===== src/shared/tick_counter_pkg.sv =====
// constants, register indices and field layout of the 24-bit tick counter
// assumes byte-wide registers, one per aligned 32-bit AXI4-Lite word
package tick_counter_pkg;
   localparam int          COUNT_W        = 24;
   localparam int          AXI_ADDR_W     = 18;
   localparam int          AXI_DATA_W     = 32;
   localparam int          IDX_W          = 16;
   localparam int          IDX_LSB        = 2;
   localparam int          PRESCALE_W     = 3;

   // register index; byte address is four times the index
   localparam logic [15:0] IDX_CTRL_ONE   = 16'hA100;
   localparam logic [15:0] IDX_CTRL_TWO   = 16'hA101;
   localparam logic [15:0] IDX_COUNT_LOW  = 16'hA102;
   localparam logic [15:0] IDX_COUNT_MID  = 16'hA103;
   localparam logic [15:0] IDX_COUNT_HIGH = 16'hA104;
   localparam logic [15:0] IDX_RELOAD_LOW = 16'hA105;
   localparam logic [15:0] IDX_RELOAD_MID = 16'hA106;
   localparam logic [15:0] IDX_RELOAD_HI  = 16'hA107;
   localparam logic [15:0] IDX_CMP_LOW    = 16'hA018;
   localparam logic [15:0] IDX_CMP_MID    = 16'hA019;
   localparam logic [15:0] IDX_CMP_HIGH   = 16'hA01A;
   localparam logic [15:0] IDX_SNAP0_LOW  = 16'hA110;
   localparam logic [15:0] IDX_SNAP0_MID  = 16'hA111;
   localparam logic [15:0] IDX_SNAP0_HIGH = 16'hA112;
   localparam logic [15:0] IDX_SNAP1_LOW  = 16'hA113;
   localparam logic [15:0] IDX_SNAP1_MID  = 16'hA114;
   localparam logic [15:0] IDX_SNAP1_HIGH = 16'hA115;
   localparam logic [15:0] IDX_SNAP_CTRL  = 16'hA117;

   // control one: flags and prescale
   localparam int          MATCH_TWO_FLAG_BIT   = 7;
   localparam int          MATCH_ONE_FLAG_BIT   = 6;
   localparam int          PRESCALE_HI_BIT      = 1;
   // control two: enables and modes
   localparam int          MATCH_TWO_EN_BIT     = 7;
   localparam int          MATCH_ONE_EN_BIT     = 6;
   localparam int          INIT_FROM_RELOAD_BIT = 2;
   localparam int          RUN_BIT              = 1;
   localparam int          AUTO_RELOAD_BIT      = 0;
   // snapshot trigger control
   localparam int          SOFT_TRIG_ZERO_BIT   = 7;
   localparam int          SOFT_TRIG_ONE_BIT    = 6;
   localparam int          SOFT_SEL_ZERO_BIT    = 5;
   localparam int          SOFT_SEL_ONE_BIT     = 4;

   localparam logic [1:0]  PRESCALE_DIV8  = 2'h0;
   localparam logic [1:0]  PRESCALE_DIV4  = 2'h1;
   localparam logic [1:0]  PRESCALE_DIV2  = 2'h2;
   localparam logic [2:0]  MASK_DIV8      = 3'h7;
   localparam logic [2:0]  MASK_DIV4      = 3'h3;
   localparam logic [2:0]  MASK_DIV2      = 3'h1;
   localparam logic [2:0]  MASK_DIV1      = 3'h0;

   localparam logic [23:0] COUNT_MAX      = 24'hFFFFFF;
   localparam logic [23:0] COUNT_ZERO     = 24'h000000;
   localparam logic [7:0]  BYTE_ZERO      = 8'h00;
   localparam logic [1:0]  RESP_OKAY      = 2'h0;
   localparam logic [1:0]  RESP_SLVERR    = 2'h2;

   function automatic logic [15:0] reg_index(input logic [AXI_ADDR_W-1:0] addr);
      return addr[AXI_ADDR_W-1:IDX_LSB];
   endfunction

   function automatic logic [7:0] byte_of(input logic [23:0] v, input int n);
      return v[n*8 +: 8];
   endfunction

   function automatic logic [23:0] put_byte(input logic [23:0] v, input int n,
                                            input logic [7:0] b);
      logic [23:0] r;
      r = v;
      r[n*8 +: 8] = b;
      return r;
   endfunction
endpackage


===== src/hdl/tick_prescaler.sv =====
// divider that turns the system clock into the counter's advance tick
// assumes run and sel come from registers in the same clock domain
`timescale 1ns/1ns
module tick_prescaler
   import tick_counter_pkg::*;
#(
   parameter int DIV_W = PRESCALE_W
) (
   input  wire logic       aclk,    // system clock
   input  wire logic       aresetn, // synchronous reset, active low
   input  wire logic       run,     // counting enabled
   input  wire logic [1:0] sel,     // prescale select
   output logic            tick     // one-cycle advance strobe
);
   logic [DIV_W-1:0] div_reg;
   logic [DIV_W-1:0] div_next;
   logic [DIV_W-1:0] div_mask;

   // held at zero while stopped, so the first tick comes right at start
   assign div_next = run ? DIV_W'(div_reg + 1'b1) : '0;
   assign div_mask = (sel == PRESCALE_DIV8) ? MASK_DIV8 :
                     (sel == PRESCALE_DIV4) ? MASK_DIV4 :
                     (sel == PRESCALE_DIV2) ? MASK_DIV2 : MASK_DIV1;
   assign tick     = run && ((div_reg & div_mask) == '0);

   always_ff @(posedge aclk) begin
      if (!aresetn) begin
         div_reg <= '0;
      end else begin
         div_reg <= div_next;
      end
   end
endmodule


===== src/hdl/tick_counter.sv =====
// 24-bit tick counter with reload, two compares and two snapshots
// assumes an AXI4-Lite master on aclk and external irq inputs synchronous to aclk
// Notes on behaviour
// - count bytes read the live 24-bit count
// - low-byte write initialises counter, data discarded
// - middle and high count bytes read-only
// - 24-bit reload value, also second compare; code skips the second compare in auto-reload mode
// - separate 24-bit first compare, reset zero
// - two snapshot holders copy whole count
// - snapshot zero: software or irq zero
// - snapshot one: software or irq one
// - bit 7 write triggers snapshot zero
// - bit 6 write triggers snapshot one
// - bit 5 picks software or irq zero
// - bit 4 picks software or irq one
// - trigger bits read zero, low nibble unused
// - snapshot bytes read-only, reset zero
// - overflow reloads in auto mode, else wraps
// - init select picks reload or zero
// - prescale select divides clock by 8/4/2/1
// - first compare match sets sticky flag, irq
//
// The implementer's own choice: the AXI4-Lite register port.
`timescale 1ns/1ns
module tick_counter
   import tick_counter_pkg::*;
(
   input  wire logic                  aclk,         // system clock
   input  wire logic                  aresetn,      // synchronous reset, active low
   input  wire logic [AXI_ADDR_W-1:0] awaddr,       // write address
   input  wire logic                  awvalid,      // write address valid
   output logic                       awready,      // write address ready
   input  wire logic [AXI_DATA_W-1:0] wdata,        // write data
   input  wire logic [3:0]            wstrb,        // write byte strobes
   input  wire logic                  wvalid,       // write data valid
   output logic                       wready,       // write data ready
   output logic [1:0]                 bresp,        // write response
   output logic                       bvalid,       // write response valid
   input  wire logic                  bready,       // write response ready
   input  wire logic [AXI_ADDR_W-1:0] araddr,       // read address
   input  wire logic                  arvalid,      // read address valid
   output logic                       arready,      // read address ready
   output logic [AXI_DATA_W-1:0]      rdata,        // read data
   output logic [1:0]                 rresp,        // read response
   output logic                       rvalid,       // read data valid
   input  wire logic                  rready,       // read data ready
   input  wire logic                  ext_irq_zero, // external interrupt zero request
   input  wire logic                  ext_irq_one,  // external interrupt one request
   output logic                       timer_irq     // timer interrupt request
);
   logic [AXI_ADDR_W-1:0] awaddr_reg;
   logic [7:0]            wbyte_reg;
   logic                  wlane_reg;
   logic                  aw_held_reg, w_held_reg;
   logic                  awready_reg, wready_reg, bvalid_reg, arready_reg, rvalid_reg;
   logic [1:0]            bresp_reg, rresp_reg;
   logic [AXI_DATA_W-1:0] rdata_reg;
   logic                  timer_irq_reg;

   logic [COUNT_W-1:0]    count_reg, count_next;
   logic [COUNT_W-1:0]    reload_reg, reload_next;
   logic [COUNT_W-1:0]    cmp_reg, cmp_next;
   logic [COUNT_W-1:0]    snap_zero_holder_reg, snap_one_holder_reg;
   logic [1:0]            prescale_reg;
   logic                  match_one_flag_reg, match_two_flag_reg;
   logic                  match_one_enable_reg, match_two_enable_reg;
   logic                  init_from_reload_reg, run_reg, auto_reload_mode_reg;
   logic                  soft_sel_zero_reg, soft_sel_one_reg;
   logic                  irq_zero_prev_reg, irq_one_prev_reg;

   // write channel decode
   logic                  aw_fire, w_fire, wr_fire;
   logic                  aw_held_next, w_held_next, bvalid_next;
   logic [15:0]           wr_idx;
   logic                  wr_byte;
   logic                  wr_ctrl_one, wr_ctrl_two, wr_snap_ctrl, init_wr;
   logic                  wr_rl_l, wr_rl_m, wr_rl_h, wr_cmp_l, wr_cmp_m, wr_cmp_h;
   logic                  wr_mapped;
   // read channel decode
   logic                  ar_fire;
   logic [15:0]           rd_idx;
   logic [7:0]            rd_byte;
   logic                  rd_mapped;
   // counter and events
   logic                  tick, at_max;
   logic [COUNT_W-1:0]    init_value, wrap_value;
   logic                  irq_zero_rise, irq_one_rise;
   logic                  cap_zero, cap_one;
   logic                  hit_one, hit_two;
   logic                  clr_one, clr_two;

   assign aw_fire      = awvalid && awready_reg;
   assign w_fire       = wvalid && wready_reg;
   assign wr_fire      = aw_held_reg && w_held_reg && !bvalid_reg;
   assign aw_held_next = (aw_held_reg || aw_fire) && !wr_fire;
   assign w_held_next  = (w_held_reg || w_fire) && !wr_fire;
   assign bvalid_next  = wr_fire || (bvalid_reg && !bready);
   assign wr_idx       = reg_index(awaddr_reg);
   // only lane zero carries a register byte; other lanes are ignored
   assign wr_byte      = wr_fire && wlane_reg;
   assign wr_ctrl_one  = wr_byte && (wr_idx == IDX_CTRL_ONE);
   assign wr_ctrl_two  = wr_byte && (wr_idx == IDX_CTRL_TWO);
   assign wr_snap_ctrl = wr_byte && (wr_idx == IDX_SNAP_CTRL);
   assign init_wr      = wr_byte && (wr_idx == IDX_COUNT_LOW);
   assign wr_rl_l      = wr_byte && (wr_idx == IDX_RELOAD_LOW);
   assign wr_rl_m      = wr_byte && (wr_idx == IDX_RELOAD_MID);
   assign wr_rl_h      = wr_byte && (wr_idx == IDX_RELOAD_HI);
   assign wr_cmp_l     = wr_byte && (wr_idx == IDX_CMP_LOW);
   assign wr_cmp_m     = wr_byte && (wr_idx == IDX_CMP_MID);
   assign wr_cmp_h     = wr_byte && (wr_idx == IDX_CMP_HIGH);
   assign wr_mapped    = is_mapped(wr_idx);

   assign ar_fire      = arvalid && arready_reg;
   assign rd_idx       = reg_index(araddr);
   assign rd_mapped    = is_mapped(rd_idx);
   assign rd_byte      = read_byte(rd_idx);

   function automatic logic is_mapped(input logic [15:0] idx);
      return (idx >= IDX_CTRL_ONE && idx <= IDX_RELOAD_HI) ||
             (idx >= IDX_CMP_LOW && idx <= IDX_CMP_HIGH) ||
             (idx >= IDX_SNAP0_LOW && idx <= IDX_SNAP1_HIGH) ||
             (idx == IDX_SNAP_CTRL);
   endfunction

   function automatic logic [7:0] read_byte(input logic [15:0] idx);
      logic [7:0] b;
      b = BYTE_ZERO;
      unique case (idx)
         IDX_CTRL_ONE: begin
            b[MATCH_TWO_FLAG_BIT]          = match_two_flag_reg;
            b[MATCH_ONE_FLAG_BIT]          = match_one_flag_reg;
            b[PRESCALE_HI_BIT:0]           = prescale_reg;
         end
         IDX_CTRL_TWO: begin
            b[MATCH_TWO_EN_BIT]            = match_two_enable_reg;
            b[MATCH_ONE_EN_BIT]            = match_one_enable_reg;
            b[INIT_FROM_RELOAD_BIT]        = init_from_reload_reg;
            b[RUN_BIT]                     = run_reg;
            b[AUTO_RELOAD_BIT]             = auto_reload_mode_reg;
         end
         IDX_COUNT_LOW:  b = byte_of(count_reg, 0);
         IDX_COUNT_MID:  b = byte_of(count_reg, 1);
         IDX_COUNT_HIGH: b = byte_of(count_reg, 2);
         IDX_RELOAD_LOW: b = byte_of(reload_reg, 0);
         IDX_RELOAD_MID: b = byte_of(reload_reg, 1);
         IDX_RELOAD_HI:  b = byte_of(reload_reg, 2);
         IDX_CMP_LOW:    b = byte_of(cmp_reg, 0);
         IDX_CMP_MID:    b = byte_of(cmp_reg, 1);
         IDX_CMP_HIGH:   b = byte_of(cmp_reg, 2);
         IDX_SNAP0_LOW:  b = byte_of(snap_zero_holder_reg, 0);
         IDX_SNAP0_MID:  b = byte_of(snap_zero_holder_reg, 1);
         IDX_SNAP0_HIGH: b = byte_of(snap_zero_holder_reg, 2);
         IDX_SNAP1_LOW:  b = byte_of(snap_one_holder_reg, 0);
         IDX_SNAP1_MID:  b = byte_of(snap_one_holder_reg, 1);
         IDX_SNAP1_HIGH: b = byte_of(snap_one_holder_reg, 2);
         IDX_SNAP_CTRL: begin
            // trigger bits and low nibble read as zero
            b[SOFT_SEL_ZERO_BIT]           = soft_sel_zero_reg;
            b[SOFT_SEL_ONE_BIT]            = soft_sel_one_reg;
         end
         default:        b = BYTE_ZERO;
      endcase
      return b;
   endfunction

   tick_prescaler u_prescaler (
      .aclk    (aclk),
      .aresetn (aresetn),
      .run     (run_reg),
      .sel     (prescale_reg),
      .tick    (tick)
   );

   assign at_max      = (count_reg == COUNT_MAX);
   assign init_value  = init_from_reload_reg ? reload_reg : COUNT_ZERO;
   assign wrap_value  = auto_reload_mode_reg ? reload_reg : COUNT_ZERO;
   // the init write wins; the next tick counts from the loaded value
   assign count_next  = init_wr ? init_value :
                        !tick   ? count_reg :
                        at_max  ? wrap_value : COUNT_W'(count_reg + 1'b1);
   assign reload_next = wr_rl_l ? put_byte(reload_reg, 0, wbyte_reg) :
                        wr_rl_m ? put_byte(reload_reg, 1, wbyte_reg) :
                        wr_rl_h ? put_byte(reload_reg, 2, wbyte_reg) : reload_reg;
   assign cmp_next    = wr_cmp_l ? put_byte(cmp_reg, 0, wbyte_reg) :
                        wr_cmp_m ? put_byte(cmp_reg, 1, wbyte_reg) :
                        wr_cmp_h ? put_byte(cmp_reg, 2, wbyte_reg) : cmp_reg;

   assign irq_zero_rise = ext_irq_zero && !irq_zero_prev_reg;
   assign irq_one_rise  = ext_irq_one && !irq_one_prev_reg;
   // the select in force before the write decides, so one write cannot both arm and fire
   assign cap_zero = soft_sel_zero_reg ? (wr_snap_ctrl && wbyte_reg[SOFT_TRIG_ZERO_BIT])
                                       : irq_zero_rise;
   assign cap_one  = soft_sel_one_reg  ? (wr_snap_ctrl && wbyte_reg[SOFT_TRIG_ONE_BIT])
                                       : irq_one_rise;

   assign hit_one = match_one_enable_reg && (count_reg == cmp_reg);
   assign hit_two = match_two_enable_reg && !auto_reload_mode_reg && (count_reg == reload_reg);
   assign clr_one = wr_ctrl_one && !wbyte_reg[MATCH_ONE_FLAG_BIT];
   assign clr_two = wr_ctrl_one && !wbyte_reg[MATCH_TWO_FLAG_BIT];

   always_ff @(posedge aclk) begin
      if (!aresetn) begin
         awaddr_reg  <= '0;
         wbyte_reg   <= BYTE_ZERO;
         wlane_reg   <= 1'b0;
         aw_held_reg <= 1'b0;
         w_held_reg  <= 1'b0;
         awready_reg <= 1'b0;
         wready_reg  <= 1'b0;
         bvalid_reg  <= 1'b0;
         bresp_reg   <= RESP_OKAY;
      end else begin
         if (aw_fire) begin
            awaddr_reg <= awaddr;
         end
         if (w_fire) begin
            wbyte_reg <= wdata[7:0];
            wlane_reg <= wstrb[0];
         end
         if (wr_fire) begin
            bresp_reg <= wr_mapped ? RESP_OKAY : RESP_SLVERR;
         end
         aw_held_reg <= aw_held_next;
         w_held_reg  <= w_held_next;
         bvalid_reg  <= bvalid_next;
         awready_reg <= !aw_held_next && !bvalid_next;
         wready_reg  <= !w_held_next && !bvalid_next;
      end
   end

   always_ff @(posedge aclk) begin
      if (!aresetn) begin
         arready_reg <= 1'b0;
         rvalid_reg  <= 1'b0;
         rdata_reg   <= '0;
         rresp_reg   <= RESP_OKAY;
      end else if (ar_fire) begin
         arready_reg <= 1'b0;
         rvalid_reg  <= 1'b1;
         rdata_reg   <= {{(AXI_DATA_W-8){1'b0}}, rd_byte};
         rresp_reg   <= rd_mapped ? RESP_OKAY : RESP_SLVERR;
      end else begin
         if (rvalid_reg && rready) begin
            rvalid_reg <= 1'b0;
         end
         arready_reg <= !rvalid_reg || rready;
      end
   end

   always_ff @(posedge aclk) begin
      if (!aresetn) begin
         count_reg            <= COUNT_ZERO;
         reload_reg           <= COUNT_ZERO;
         cmp_reg              <= COUNT_ZERO;
         snap_zero_holder_reg <= COUNT_ZERO;
         snap_one_holder_reg  <= COUNT_ZERO;
         irq_zero_prev_reg    <= 1'b0;
         irq_one_prev_reg     <= 1'b0;
      end else begin
         count_reg         <= count_next;
         reload_reg        <= reload_next;
         cmp_reg           <= cmp_next;
         irq_zero_prev_reg <= ext_irq_zero;
         irq_one_prev_reg  <= ext_irq_one;
         if (cap_zero) begin
            snap_zero_holder_reg <= count_reg;
         end
         if (cap_one) begin
            snap_one_holder_reg <= count_reg;
         end
      end
   end

   always_ff @(posedge aclk) begin
      if (!aresetn) begin
         prescale_reg         <= PRESCALE_DIV8;
         match_one_enable_reg <= 1'b0;
         match_two_enable_reg <= 1'b0;
         init_from_reload_reg <= 1'b0;
         run_reg              <= 1'b0;
         auto_reload_mode_reg <= 1'b0;
         soft_sel_zero_reg    <= 1'b0;
         soft_sel_one_reg     <= 1'b0;
         match_one_flag_reg   <= 1'b0;
         match_two_flag_reg   <= 1'b0;
         timer_irq_reg        <= 1'b0;
      end else begin
         if (wr_ctrl_one) begin
            prescale_reg <= wbyte_reg[PRESCALE_HI_BIT:0];
         end
         if (wr_ctrl_two) begin
            match_two_enable_reg <= wbyte_reg[MATCH_TWO_EN_BIT];
            match_one_enable_reg <= wbyte_reg[MATCH_ONE_EN_BIT];
            init_from_reload_reg <= wbyte_reg[INIT_FROM_RELOAD_BIT];
            run_reg              <= wbyte_reg[RUN_BIT];
            auto_reload_mode_reg <= wbyte_reg[AUTO_RELOAD_BIT];
         end
         if (wr_snap_ctrl) begin
            soft_sel_zero_reg <= wbyte_reg[SOFT_SEL_ZERO_BIT];
            soft_sel_one_reg  <= wbyte_reg[SOFT_SEL_ONE_BIT];
         end
         // a match in the clearing cycle keeps the flag set
         match_one_flag_reg <= hit_one || (match_one_flag_reg && !clr_one);
         match_two_flag_reg <= hit_two || (match_two_flag_reg && !clr_two);
         timer_irq_reg      <= match_one_flag_reg || match_two_flag_reg;
      end
   end

   assign awready   = awready_reg;
   assign wready    = wready_reg;
   assign bvalid    = bvalid_reg;
   assign bresp     = bresp_reg;
   assign arready   = arready_reg;
   assign rvalid    = rvalid_reg;
   assign rdata     = rdata_reg;
   assign rresp     = rresp_reg;
   assign timer_irq = timer_irq_reg;
endmodule


===== config.mk =====
export PLATFORM = sky130hd
export DESIGN_NAME = tick_counter
export DESIGN_NICKNAME = d
export VERILOG_FILES = /design/src/shared/tick_counter_pkg.sv /design/src/hdl/tick_prescaler.sv /design/src/hdl/tick_counter.sv
export SDC_FILE = /design/constraint.sdc
export NUM_CORES = 1
export LEC_CHECK = 0
export CAP_MARGIN = 20
export CORE_MARGIN = 1
export CORE_UTILIZATION = 40
export CTS_CLUSTER_DIAMETER = 30
export DETAILED_ROUTE_END_ITERATION = 7
export DONT_BUFFER_PORTS = 1
export PLACE_DENSITY_LB_ADDON = 0.05
export REMOVE_ABC_BUFFERS = 1
export SLEW_MARGIN = 15
export SYNTH_ARGS = -nofsm -noshare
export SYNTH_HDL_FRONTEND = slang
export SYNTH_SLANG_ARGS = --single-unit

===== constraint.sdc =====
create_clock -name aclk -period 2.11 [get_ports aclk]
set_input_delay 0.211 -clock aclk [delete_from_list [all_inputs] [get_ports aclk]]
set_output_delay 0.211 -clock aclk [all_outputs]
set_load 0.01 [all_outputs]

# --- After elaboration in Yosys (flattened, before gate mapping) ---
# Cells that the tools add are included.
# W data, S select, Z words.
word_totals:
  inputBits: 81
  reg_bits: 183
  out_inout_bits: 42
  word_cells: 189
op_classes:
  magnitude_cmp: 12
  reduce_logical: 77
  muxes: 23
  eq_ne: 33
  n_addsub: 2
  bitwise: 6
ops:
  columns: ["op", "n"]
  rows:
  - ["$eq A16 B16 Y1 const B", 28]
  - ["$mux W24", 5]
  - ["$ge A16 B16 Y1 const B", 6]
  - ["$le A16 B16 Y1 const B", 6]
  - ["$pmux W2 S17", 2]
  - ["$eq A24 B24 Y1", 2]
  - ["$logic_and A1 B1 Y1", 40]
  - ["$mux W16", 2]
  - ["$pmux W2 S16", 1]
  - ["$add A24 B1 Y24 const B", 1]
  - ["$eq A24 B24 Y1 const B", 1]
  - ["$mux W8", 2]
  - ["$pmux W1 S16", 1]
  - ["$pmux W1 S15", 1]
  - ["$logic_not A1 Y1", 14]
  - ["$logic_or A1 B1 Y1", 13]
  - ["$mux W3", 2]
  - ["$reduce_and A2 Y1", 3]
  - ["$reduce_and A3 Y1", 2]
  - ["$mux W1", 5]
  - ["$not A1 Y1", 5]
  - ["$mux W2", 2]
  - ["$reduce_bool A2 Y1", 2]
  - ["$add A3 B1 Y3 const B", 1]
  - ["other kinds (6)", 6]

# --- Logic depth before layout (Yosys ltp) ---
# Gate-level depths: netlist (run 1).
depth:
  ltp_word: 9
  mapped_depth: 10
  ltp_nobuf: 8

# --- Hierarchy ---
# A second synthesis (run 1) with hierarchy kept.
unflattened:
  hier_cells: 1109
  area_unflattened_um2: 9297.7
by_module_without_submodules:
  columns: ["mod", "n_inst", "seq_area_each_um2", "cells_per_inst", "area_per_inst_um2"]
  rows:
  - ["tick_counter", 1, 3523.4, 1095, 9172.5]
  - ["tick_prescaler", 1, 60.1, 14, 125.1]

# --- Worst setup path after synthesis (run 1) ---
# No wires, ideal clock.
synth_path:
  path_kind: "input -> register"
  start: "input araddr[8]"
  end: "register rdata_reg[1] (netlist: rdata[1])"
  setup_ps: 75
  path_stages: 9
  path_buffers: 2
  t_required_ps: 2035
  setup_slack_ps: -179
  t_arrival_ps: 2214
  path_cell_list: "or4b_1 > buf_2 > or2_4 > or3_1 > buf_6 > or3_1 > nand4_1 > a41oi_1 > a22oi_2"
synth_via:
  elab_chain_cells: 2
  elab_cells_between_ends: 18
  classes_between: "17 x eq/ne; 1 x mux"
synth_rtl:
  columns: ["element", "line", "text"]
  rows:
  - ["start, declared", "tick_counter.sv:40", "input wire logic [AXI_ADDR_W-1:0] araddr,"]
  - ["$eq A16 B16 Y1", "tick_counter.sv:128", "unique case (idx)"]
  - ["$pmux W2 S17 *", "tick_counter.sv:128", null]
  - ["end signal, assigned", "tick_counter.sv:240", "rdata_reg <= {{(AXI_DATA_W-8){1'b0}}, rd_byte};"]
  - ["end, declared", "tick_counter.sv:57", "logic [AXI_DATA_W-1:0] rdata_reg;"]
# Every way passes the cells marked *; elsewhere a longest branch is shown, timed or not.
# A chain may end at the register's enable or synchronous reset.

# --- Worst setup path in the final report (run 1) ---
layout_path:
  start: "register awaddr_reg[11]"
  end: "register snap_zero_holder_reg[10]"
layout_via:
  elab_chain_cells: 4
layout_rtl:
  columns: ["element", "line", "text"]
  rows:
  - ["start, declared", "tick_counter.sv:51", "logic [AXI_ADDR_W-1:0] awaddr_reg;"]
  - ["start signal, assigned", "tick_counter.sv:214", "awaddr_reg <= awaddr;"]
  - ["$eq A16 B16 Y1", "tick_counter.sv:103", "assign wr_snap_ctrl = wr_byte && (wr_idx == IDX_SNAP_CTRL);"]
  - ["$logic_and A1 B1 Y1", "tick_counter.sv:103", null]
  - ["$logic_and A1 B1 Y1", "tick_counter.sv:191", "assign cap_zero = soft_sel_zero_reg ? (wr_snap_ctrl && wbyte_reg[SOFT_TRIG_ZERO_BIT])"]
  - ["$mux W1", "tick_counter.sv:191", null]
  - ["end signal, assigned", "tick_counter.sv:266", "snap_zero_holder_reg <= count_reg;"]
  - ["end, declared", "tick_counter.sv:63", "logic [COUNT_W-1:0] snap_zero_holder_reg, snap_one_holder_reg;"]
# No other way between the ends.

==> results of run 1 <==
-- worst max-delay path, stage by stage, from the launching register on --
cell and delay, ns:
dfxtp_2 0.34, nor4_4 0.27, and4b_2 0.30, buf_6 0.11
nand4_1 0.11, nor2_1 0.12, buf_4 0.15, a31oi_4 0.10
buf_12 0.21, mux2i_1 0.19, nor2_1 0.05
-- cell usage after synthesis (3+ instances only) --
library cell / count / share of area [%]
buf_2: 16 / 0.87
buf_4: 26 / 2.1
a31oi_1: 9 / 0.61
inv_1: 9 / 0.37
o2bb2ai_1: 4 / 0.38
xnor2_1: 29 / 2.7
nor2_1: 137 / 5.6
nand2b_1: 5 / 0.34
and4_1: 6 / 0.57
a211oi_1: 7 / 0.57
nor3_1: 19 / 1.0
nand4_1: 19 / 1.3
or3_1: 6 / 0.41
nand3_1: 39 / 2.1
and3_1: 15 / 1.0
a21boi_0: 3 / 0.24
o21ai_0: 32 / 1.7
a222oi_1: 4 / 0.43
nor3b_1: 3 / 0.24
a22oi_1: 17 / 1.4
and2_1: 6 / 0.41
or4_1: 3 / 0.24
buf_1: 3 / 0.12
a21oi_1: 87 / 4.7
nor3_2: 8 / 0.87
nor4_1: 13 / 0.88
nand2_1: 126 / 5.1
a22o_1: 15 / 1.4
clkbuf_1: 65 / 2.6
xor2_1: 35 / 3.3
a2bb2oi_1: 4 / 0.38
nor4b_1: 3 / 0.28
mux2i_1: 100 / 11
a221oi_1: 13 / 1.2
dfxtp_1: 179 / 39
and4b_1: 5 / 0.54
o21a_1: 3 / 0.24
-- how the worst max path moves through the flow --
stage	startpoint	end	cells past startpoint
6_report	awaddr_reg[11]	snap_zero_holder_reg[10]	10
5_1_grt	awaddr_reg[11]	snap_one_holder_reg[18]	10
4_1_cts	awaddr_reg[11]	snap_zero_holder_reg[10]	10
3_5_place_dp	araddr[12]	rdata[6]	6
3_3_place_gp	araddr[12]	rdata[1]	6
2_1_floorplan	aresetn	rdata[4]	7
-- stage by stage --
step / instance area (µm²) / worst slack [ns] / hold slack, ns
after floorplan: 8800 / -1.54 / 0.333
after global placement: 10200 / -0.232 / 0.335
after detailed placement: 10200 / -0.270 / 0.338
after CTS: 11200 / -0.0265 / 0.0134
after global routing: 11400 / -0.136 / 0.0439
final: 11400 / -0.00314 / 0.0236
-- where the power goes --
| group | internal [mW] | leakage (nW) | switching, mW | total (mW) |
|---|---|---|---|---|
| sequential | 3.41 | 1.45 | 0.0443 | 3.46 |
| clock | 1.66 | 0.303 | 1.73 | 3.39 |
| combinational | 0.176 | 2.96 | 0.235 | 0.411 |
-- per-layer routing --
layer / up-vias / global-route usage [%] / wire length, µm
met4: 0 / 10.3 / 939
met2: 330 / 45.9 / 15000
met5: - / 0 / 0
met3: 64 / 3.69 / 2060
li1: 4101 / - / -
met1: 4156 / 37.3 / 14700
-- logic make-up (layout without fill, tap and decap cells) --
kind of cell | Yosys count | in the layout | share of synthesized area [%]
DFF | 179 | 179 | 38.8
xor gates and xnor gates | 64 | 64 | 6.06
buffers and inverters | 120 | 206 | 6.23
adders and majority gates | 2 | 2 | 0.271
other | 1 | 26 | 0.0406
muxes | 100 | 100 | 10.8
and+or+nand+nor | 419 | 419 | 21.4
AOI/OAI and AO/OA | 227 | 227 | 16.4
-- cells in the final DEF (no fill, tap or decap), types with 6 or more instances in the layout --
cell type      instances
conb_1                26
nor2_1               136
nand2_1              121
a22o_1                15
nor3_2                10
clkbuf_16             17
a221oi_1              13
a21oi_1               86
buf_12                 7
inv_1                  8
buf_4                116
dfxtp_1              177
and3_1                15
a211oi_1               6
mux2i_1               99
a22oi_1               17
nand3_1               39
nand4_1               19
a31oi_1                7
dlygate4sd3_1         33
buf_6                  8
xnor2_1               29
inv_8                  6
xor2_1                35
nor3_1                17
nor4_1                11
o21ai_0               29
-- layout make-up --
| cell class | count | area, µm² |
|---|---|---|
| clock inverter | 15 | 205 |
| multi-input combinational | 838 | 5310 |
| sequential | 179 | 3590 |
| inverter | 9 | 36.3 |
| fill | 2269 | 11300 |
| tap | 285 | 357 |
| timing repair buffer | 165 | 1440 |
| clock buffer | 17 | 425 |
-- what timing repair did --
item | 4_1_cts | 5_1_grt
gates resized for setup | 7 | 32
pin swaps | 1 | 5
endpoints found under the setup margin | 89 | 116
hold endpoints to repair | 54 | 0
setup buffers | 1 | 3
gates cloned | 0 | 1
hold buffers | 33 | 0
==> summary.md, run 1 <==
| Metric | Value |
|---|---|
| Crit Path Max Fanout | `24` |
| Mapped Cells | `around 1,100` |
| Share of post-route cells with drive strength above 1 | `between 15 and 20%` |
| Clock slew at reported path FFs | `0.08 ns` |
| CP arrival | `2.42 ns` |
| Total congestion overflow | `0` |
| TritonCTS Buffers | `17` |
| Drt pass-1 iters | `7` |
| Status | `complete, but fails checks` |
| Area grow syn2layout | `22.8%` |
| Setup WS post-layout | `-0.00314 ns` |
| Failing checks | `negative setup slack` |
| Asr flop ratio synth | `0%` |
| Final wirelength | `32,600 µm` |
| Power per Cell Area | `639 mW/mm²` |
| WL per Instance | `around 22 µm` |
| Leakage | `about 4.7 nW` |
| Non-filler cells, final | `1,508` |
| Die width | `154 µm` |
| Final hold vios | `0` |
| Total number of vias | `between 8,000 and 9,000` |
| Min Tclk post-route | `2.11 ns` |
| Initial antenna violation count | `0` |
| Clock Tree Root | `clkbuf_16` |
| CTS tree | `yes` |
| Worst VDD drop | `0.571 mV` |
| IO Pins | `between 100 and 150` |
| Num Clock Sinks | `179` |
| R2r startpoint | `awaddr_reg[11]` |
| Critical path class | `reg2reg` |
| Fmax | `between 400 and 500 MHz` |
| Hold Crit Class | `in2reg` |
| Synth Flop Type | `dfxtp_1` |
| Drt via density | `approximately 5.7` |
| Number of global-route vias before repair | `8,195` |
| HPWL Detailed | `about 23,000 µm` |
| Die H | `~150 µm` |
| Hold_sp | `araddr[2]` |
| Initial core utilization | `40.8%` |
| H-tree levels | `4` |
| Post-synth cell types | `68` |
| RSZ-0062 raised after global routing | `true` |
| Post-synthesis sequential area ratio | `around two fifths` |
| Reg2reg end | `snap_zero_holder_reg[10]` |
| Final setup TNS | `-0.00314 ns` |
| Hold Crit Endpoint | `rdata[1]` |
| Fin crit share | `100%` |
| Worst-margin pin slew | `0.985 ns` |
| Final Max Tran Viols | `0` |
| Placed Cells incl. Taps | `1,438` |
| Max cap viols | `0` |
| Residual DRC count | `0` |
| Syn avg cell area | `between 8 and 9 µm²` |
| Final Skew | `0.0186 ns` |
| Total power | `7.26 mW` |
| Total GRT Usage | `27.9%` |
| DRT iter0 DRCs | `around 670` |
| Max Root-Sink Buffers | `2` |
| Critical Path RT | `2.42 ns` |
| Die ar. | `0.0237 mm²` |
| Critical Path Source Type | `flop` |
| Rows | `55` |
| Core footprint | `0.0226 mm²` |
| Seq cells post-synth | `between 150 and 200` |
| Reg2reg setup slack | `-0.003 ns` |
| Gp weighted congestion | `roughly 0.9` |
| Clk_lat worst skew | `0.45 ns` |
| Post-Syn Area | `0.00925 mm²` |
| Final setup fails | `1` |
| Ant diodes | `0` |
| Final nets | `1,293` |
| First-pass GRT wire length | `49,600 µm` |
| Largest net degree at the start of global routing | `148` |
| WHS Path Cells | `2` |
| FF-to-FF path depth | `10` |
| Post-DRT Antenna Nets | `0` |
| Post-synth EDFFs | `0` |
| Yosys warns | `0` |
| Slew margin rel. | `34.1%` |
| Finished Core Util | `50.2%` |
| Port Buf Inserts | `0` |
| Worst setup EP type | `flop` |
(Power assumes the default switching activity.)
==> run 2, diff against run 1 <==
- clock period: 2.11 -> 1.85 ns (I/O delays scaled with it)
==> run 2 against run 1 <==
  * Design area increased by 8.2%
  * Die area stayed put
  * Wire length grew 4.7%
  * Fmax is 0.65% higher
  * Non-clock buffer count grew 50
  * The flow still finishes with violations (negative setup slack)
  * Register-to-register slack lost 0.25 ns
  * Global-route usage up 1.3 points
  * Critical endpoint is now snap_one_holder_reg[9]
  * Highest routed layer unchanged
  * Utilization grew 4.1 points
==> summary.md, run 2 (synthesis results as in run 1) <==
| Metric | Value |
|---|---|
| Status | `complete, but fails checks` |
| Failing checks | `negative setup slack` |
| WHS Path Cells | `2` |
| Finished Core Util | `54.3%` |
| Critical path class | `reg2reg` |
| RSZ-0062 raised after global routing | `true` |
| Slew margin rel. | `under 10%` |
| Clk_lat worst skew | `roughly 0.45 ns` |
| Clock Tree Root | `clkbuf_16` |
| Port Buf Inserts | `0` |
| Clock slew at reported path FFs | `roughly 0.090 ns` |
| Final hold vios | `0` |
| CTS tree | `yes` |
| Total GRT Usage | `29.2%` |
| Total number of vias | `slightly below 9,000` |
| Worst path cell trace | `nor4_4, and4b_2, nand4_1, nor2_1, buf_4, a31oi_4, buf_12, mux2i_1, nor2_1` |
| Crit-path slowest cell | `dfxtp_2` |
| Final instance area | `around 0.012 mm²` |
| Total congestion overflow | `0` |
| Hold Crit Class | `in2reg` |
| Initial antenna violation count | `0` |
| CP arrival | `2.40 ns` |
| Residual DRC count | `0` |
| Critical Path Source Type | `flop` |
| Worst-margin pin slew | `1.43 ns` |
| Commonest non-fill, non-tap cell in the layout | `dfxtp_1` |
| Die ar. | `0.0237 mm²` |
| Core footprint | `0.0226 mm²` |
| Final Skew | `approximately 0.021 ns` |
| Most frequent CP cell | `nor2_1` |
| Area grow syn2layout | `32.9%` |
| Post-DRT Antenna Nets | `0` |
| Share of post-route cells with drive strength above 1 | `between 20 and 30%` |
| Initial core utilization | `around 41%` |
| Num Clock Sinks | `179` |
| Power per Cell Area | `a little under 700 mW/mm²` |
| HPWL Detailed | `23,900 µm` |
| Final Max Tran Viols | `0` |
| Rows | `55` |
| FF-to-FF path depth | `9` |
| Drt via density | `5.72` |
| Max Root-Sink Buffers | `2` |
| Final wirelength | `34,200 µm` |
| Post-Place Cell Area | `about 0.011 mm²` |
| Critical Path RT | `2.15 ns` |
| Worst Path Buf+Inv | `2` |
| First-pass GRT wire length | `51,800 µm` |
| Gp weighted congestion | `between 0.9 and 1` |
| TritonCTS Buffers | `17` |
| Ant diodes | `0` |
| Top delay family on crit path | `simple AND/OR/NAND/NOR gates` |
| Leakage | `5.14 nW` |
| Final setup fails | `120` |
| Min Tclk post-route | `2.10 ns` |
| Worst setup EP type | `flop` |
| Placed Cells incl. Taps | `1,478` |
| Commonest cells after routing, fill and taps aside | `dfxtp_1, buf_4, nor2_1, nand2_1, mux2i_1` |
| Max incr delay on CP | `between 0.3 and 0.4 ns` |
| WL per Instance | `21.9 µm` |
| Fin crit share | `113%` |
| WP depth | `9` |
| H-tree levels | `4` |
| Worst VDD drop | `0.388 mV` |
| Total power | `8.40 mW` |
| Die H | `154 µm` |
| Crit Path Max Fanout | `24` |
| Number of global-route vias before repair | `8,524` |
| Die width | `154 µm` |
| Fmax | `approximately 480 MHz` |
| Final nets | `1,344` |
| Largest net degree at the start of global routing | `148` |
| Max cap viols | `0` |
| Hold_ws | `0.0374 ns` |
| IO Pins | `123` |
| DRT iter0 DRCs | `779` |
| Non-filler cells, final | `1,559` |
| Drt pass-1 iters | `7` |
| Setup WS post-layout | `-0.250 ns` |
run 2: cell types whose count changed in the layout (fill, tap and decap cells not counted), moves of 6 or more:
cell     previous run  this run
buf_4             116       145
o21ai_2             3        11
buf_6               8        24
a21oi_1            86        75
a21oi_2             1        12
nand2_1           121       108
nand2_2             4        10
o21ai_0            29        16
run 2: cell type report:
type	instances	area [µm²]
Clock buffer	17	425
Clock inverter	15	225
Fill cell	2147	10400
Inverter	9	36.3
Multi-Input combinational cell	839	5740
Sequential cell	179	3590
Tap cell	285	357
Timing Repair Buffer	215	1920
run 2: repair_timing:
action	CTS	global route
setup endpoints to repair	132	136
pin swaps	48	37
endpoints found under the hold margin	59	0
gates cloned	2	0
hold buffers	35	0
gates resized for setup	88	79
buffers inserted	7	10
run 2: metal layers:
metal	global-route usage [%]	vias to the layer above	routed length, µm
li1	-	4213	-
met1	38.6	4304	14900
met2	48.7	348	16200
met3	4.17	47	2280
met4	9.62	0	750
met5	0	-	0
run 2: where the power goes:
| group | internal (mW) | switching (mW) |
|---|---|---|
| Combinational | 0.221 | 0.291 |
| Sequential | 3.89 | 0.0496 |
| Clock | 2.00 | 1.95 |
run 2: final timing paths:
path / from / end / slack (ns)
setup reg to reg: awaddr_reg[11] / snap_one_holder_reg[9] / -0.25
hold / removal: araddr[3] / rdata[5] / 0.04
setup / recovery: awaddr_reg[11] / snap_one_holder_reg[9] / -0.25
hold reg to reg: awaddr_reg[9] / awaddr_reg[9] / 0.46
run 2: per-stage QoR:
step / TNS (ns) / worst slack [ns]
2_1_floorplan: -152.38 / -1.78
3_3_place_gp: -28.61 / -0.462
3_5_place_dp: -34.48 / -0.465
4_1_cts: -19.61 / -0.239
5_1_grt: -32.50 / -0.344
6_report: -21.22 / -0.250
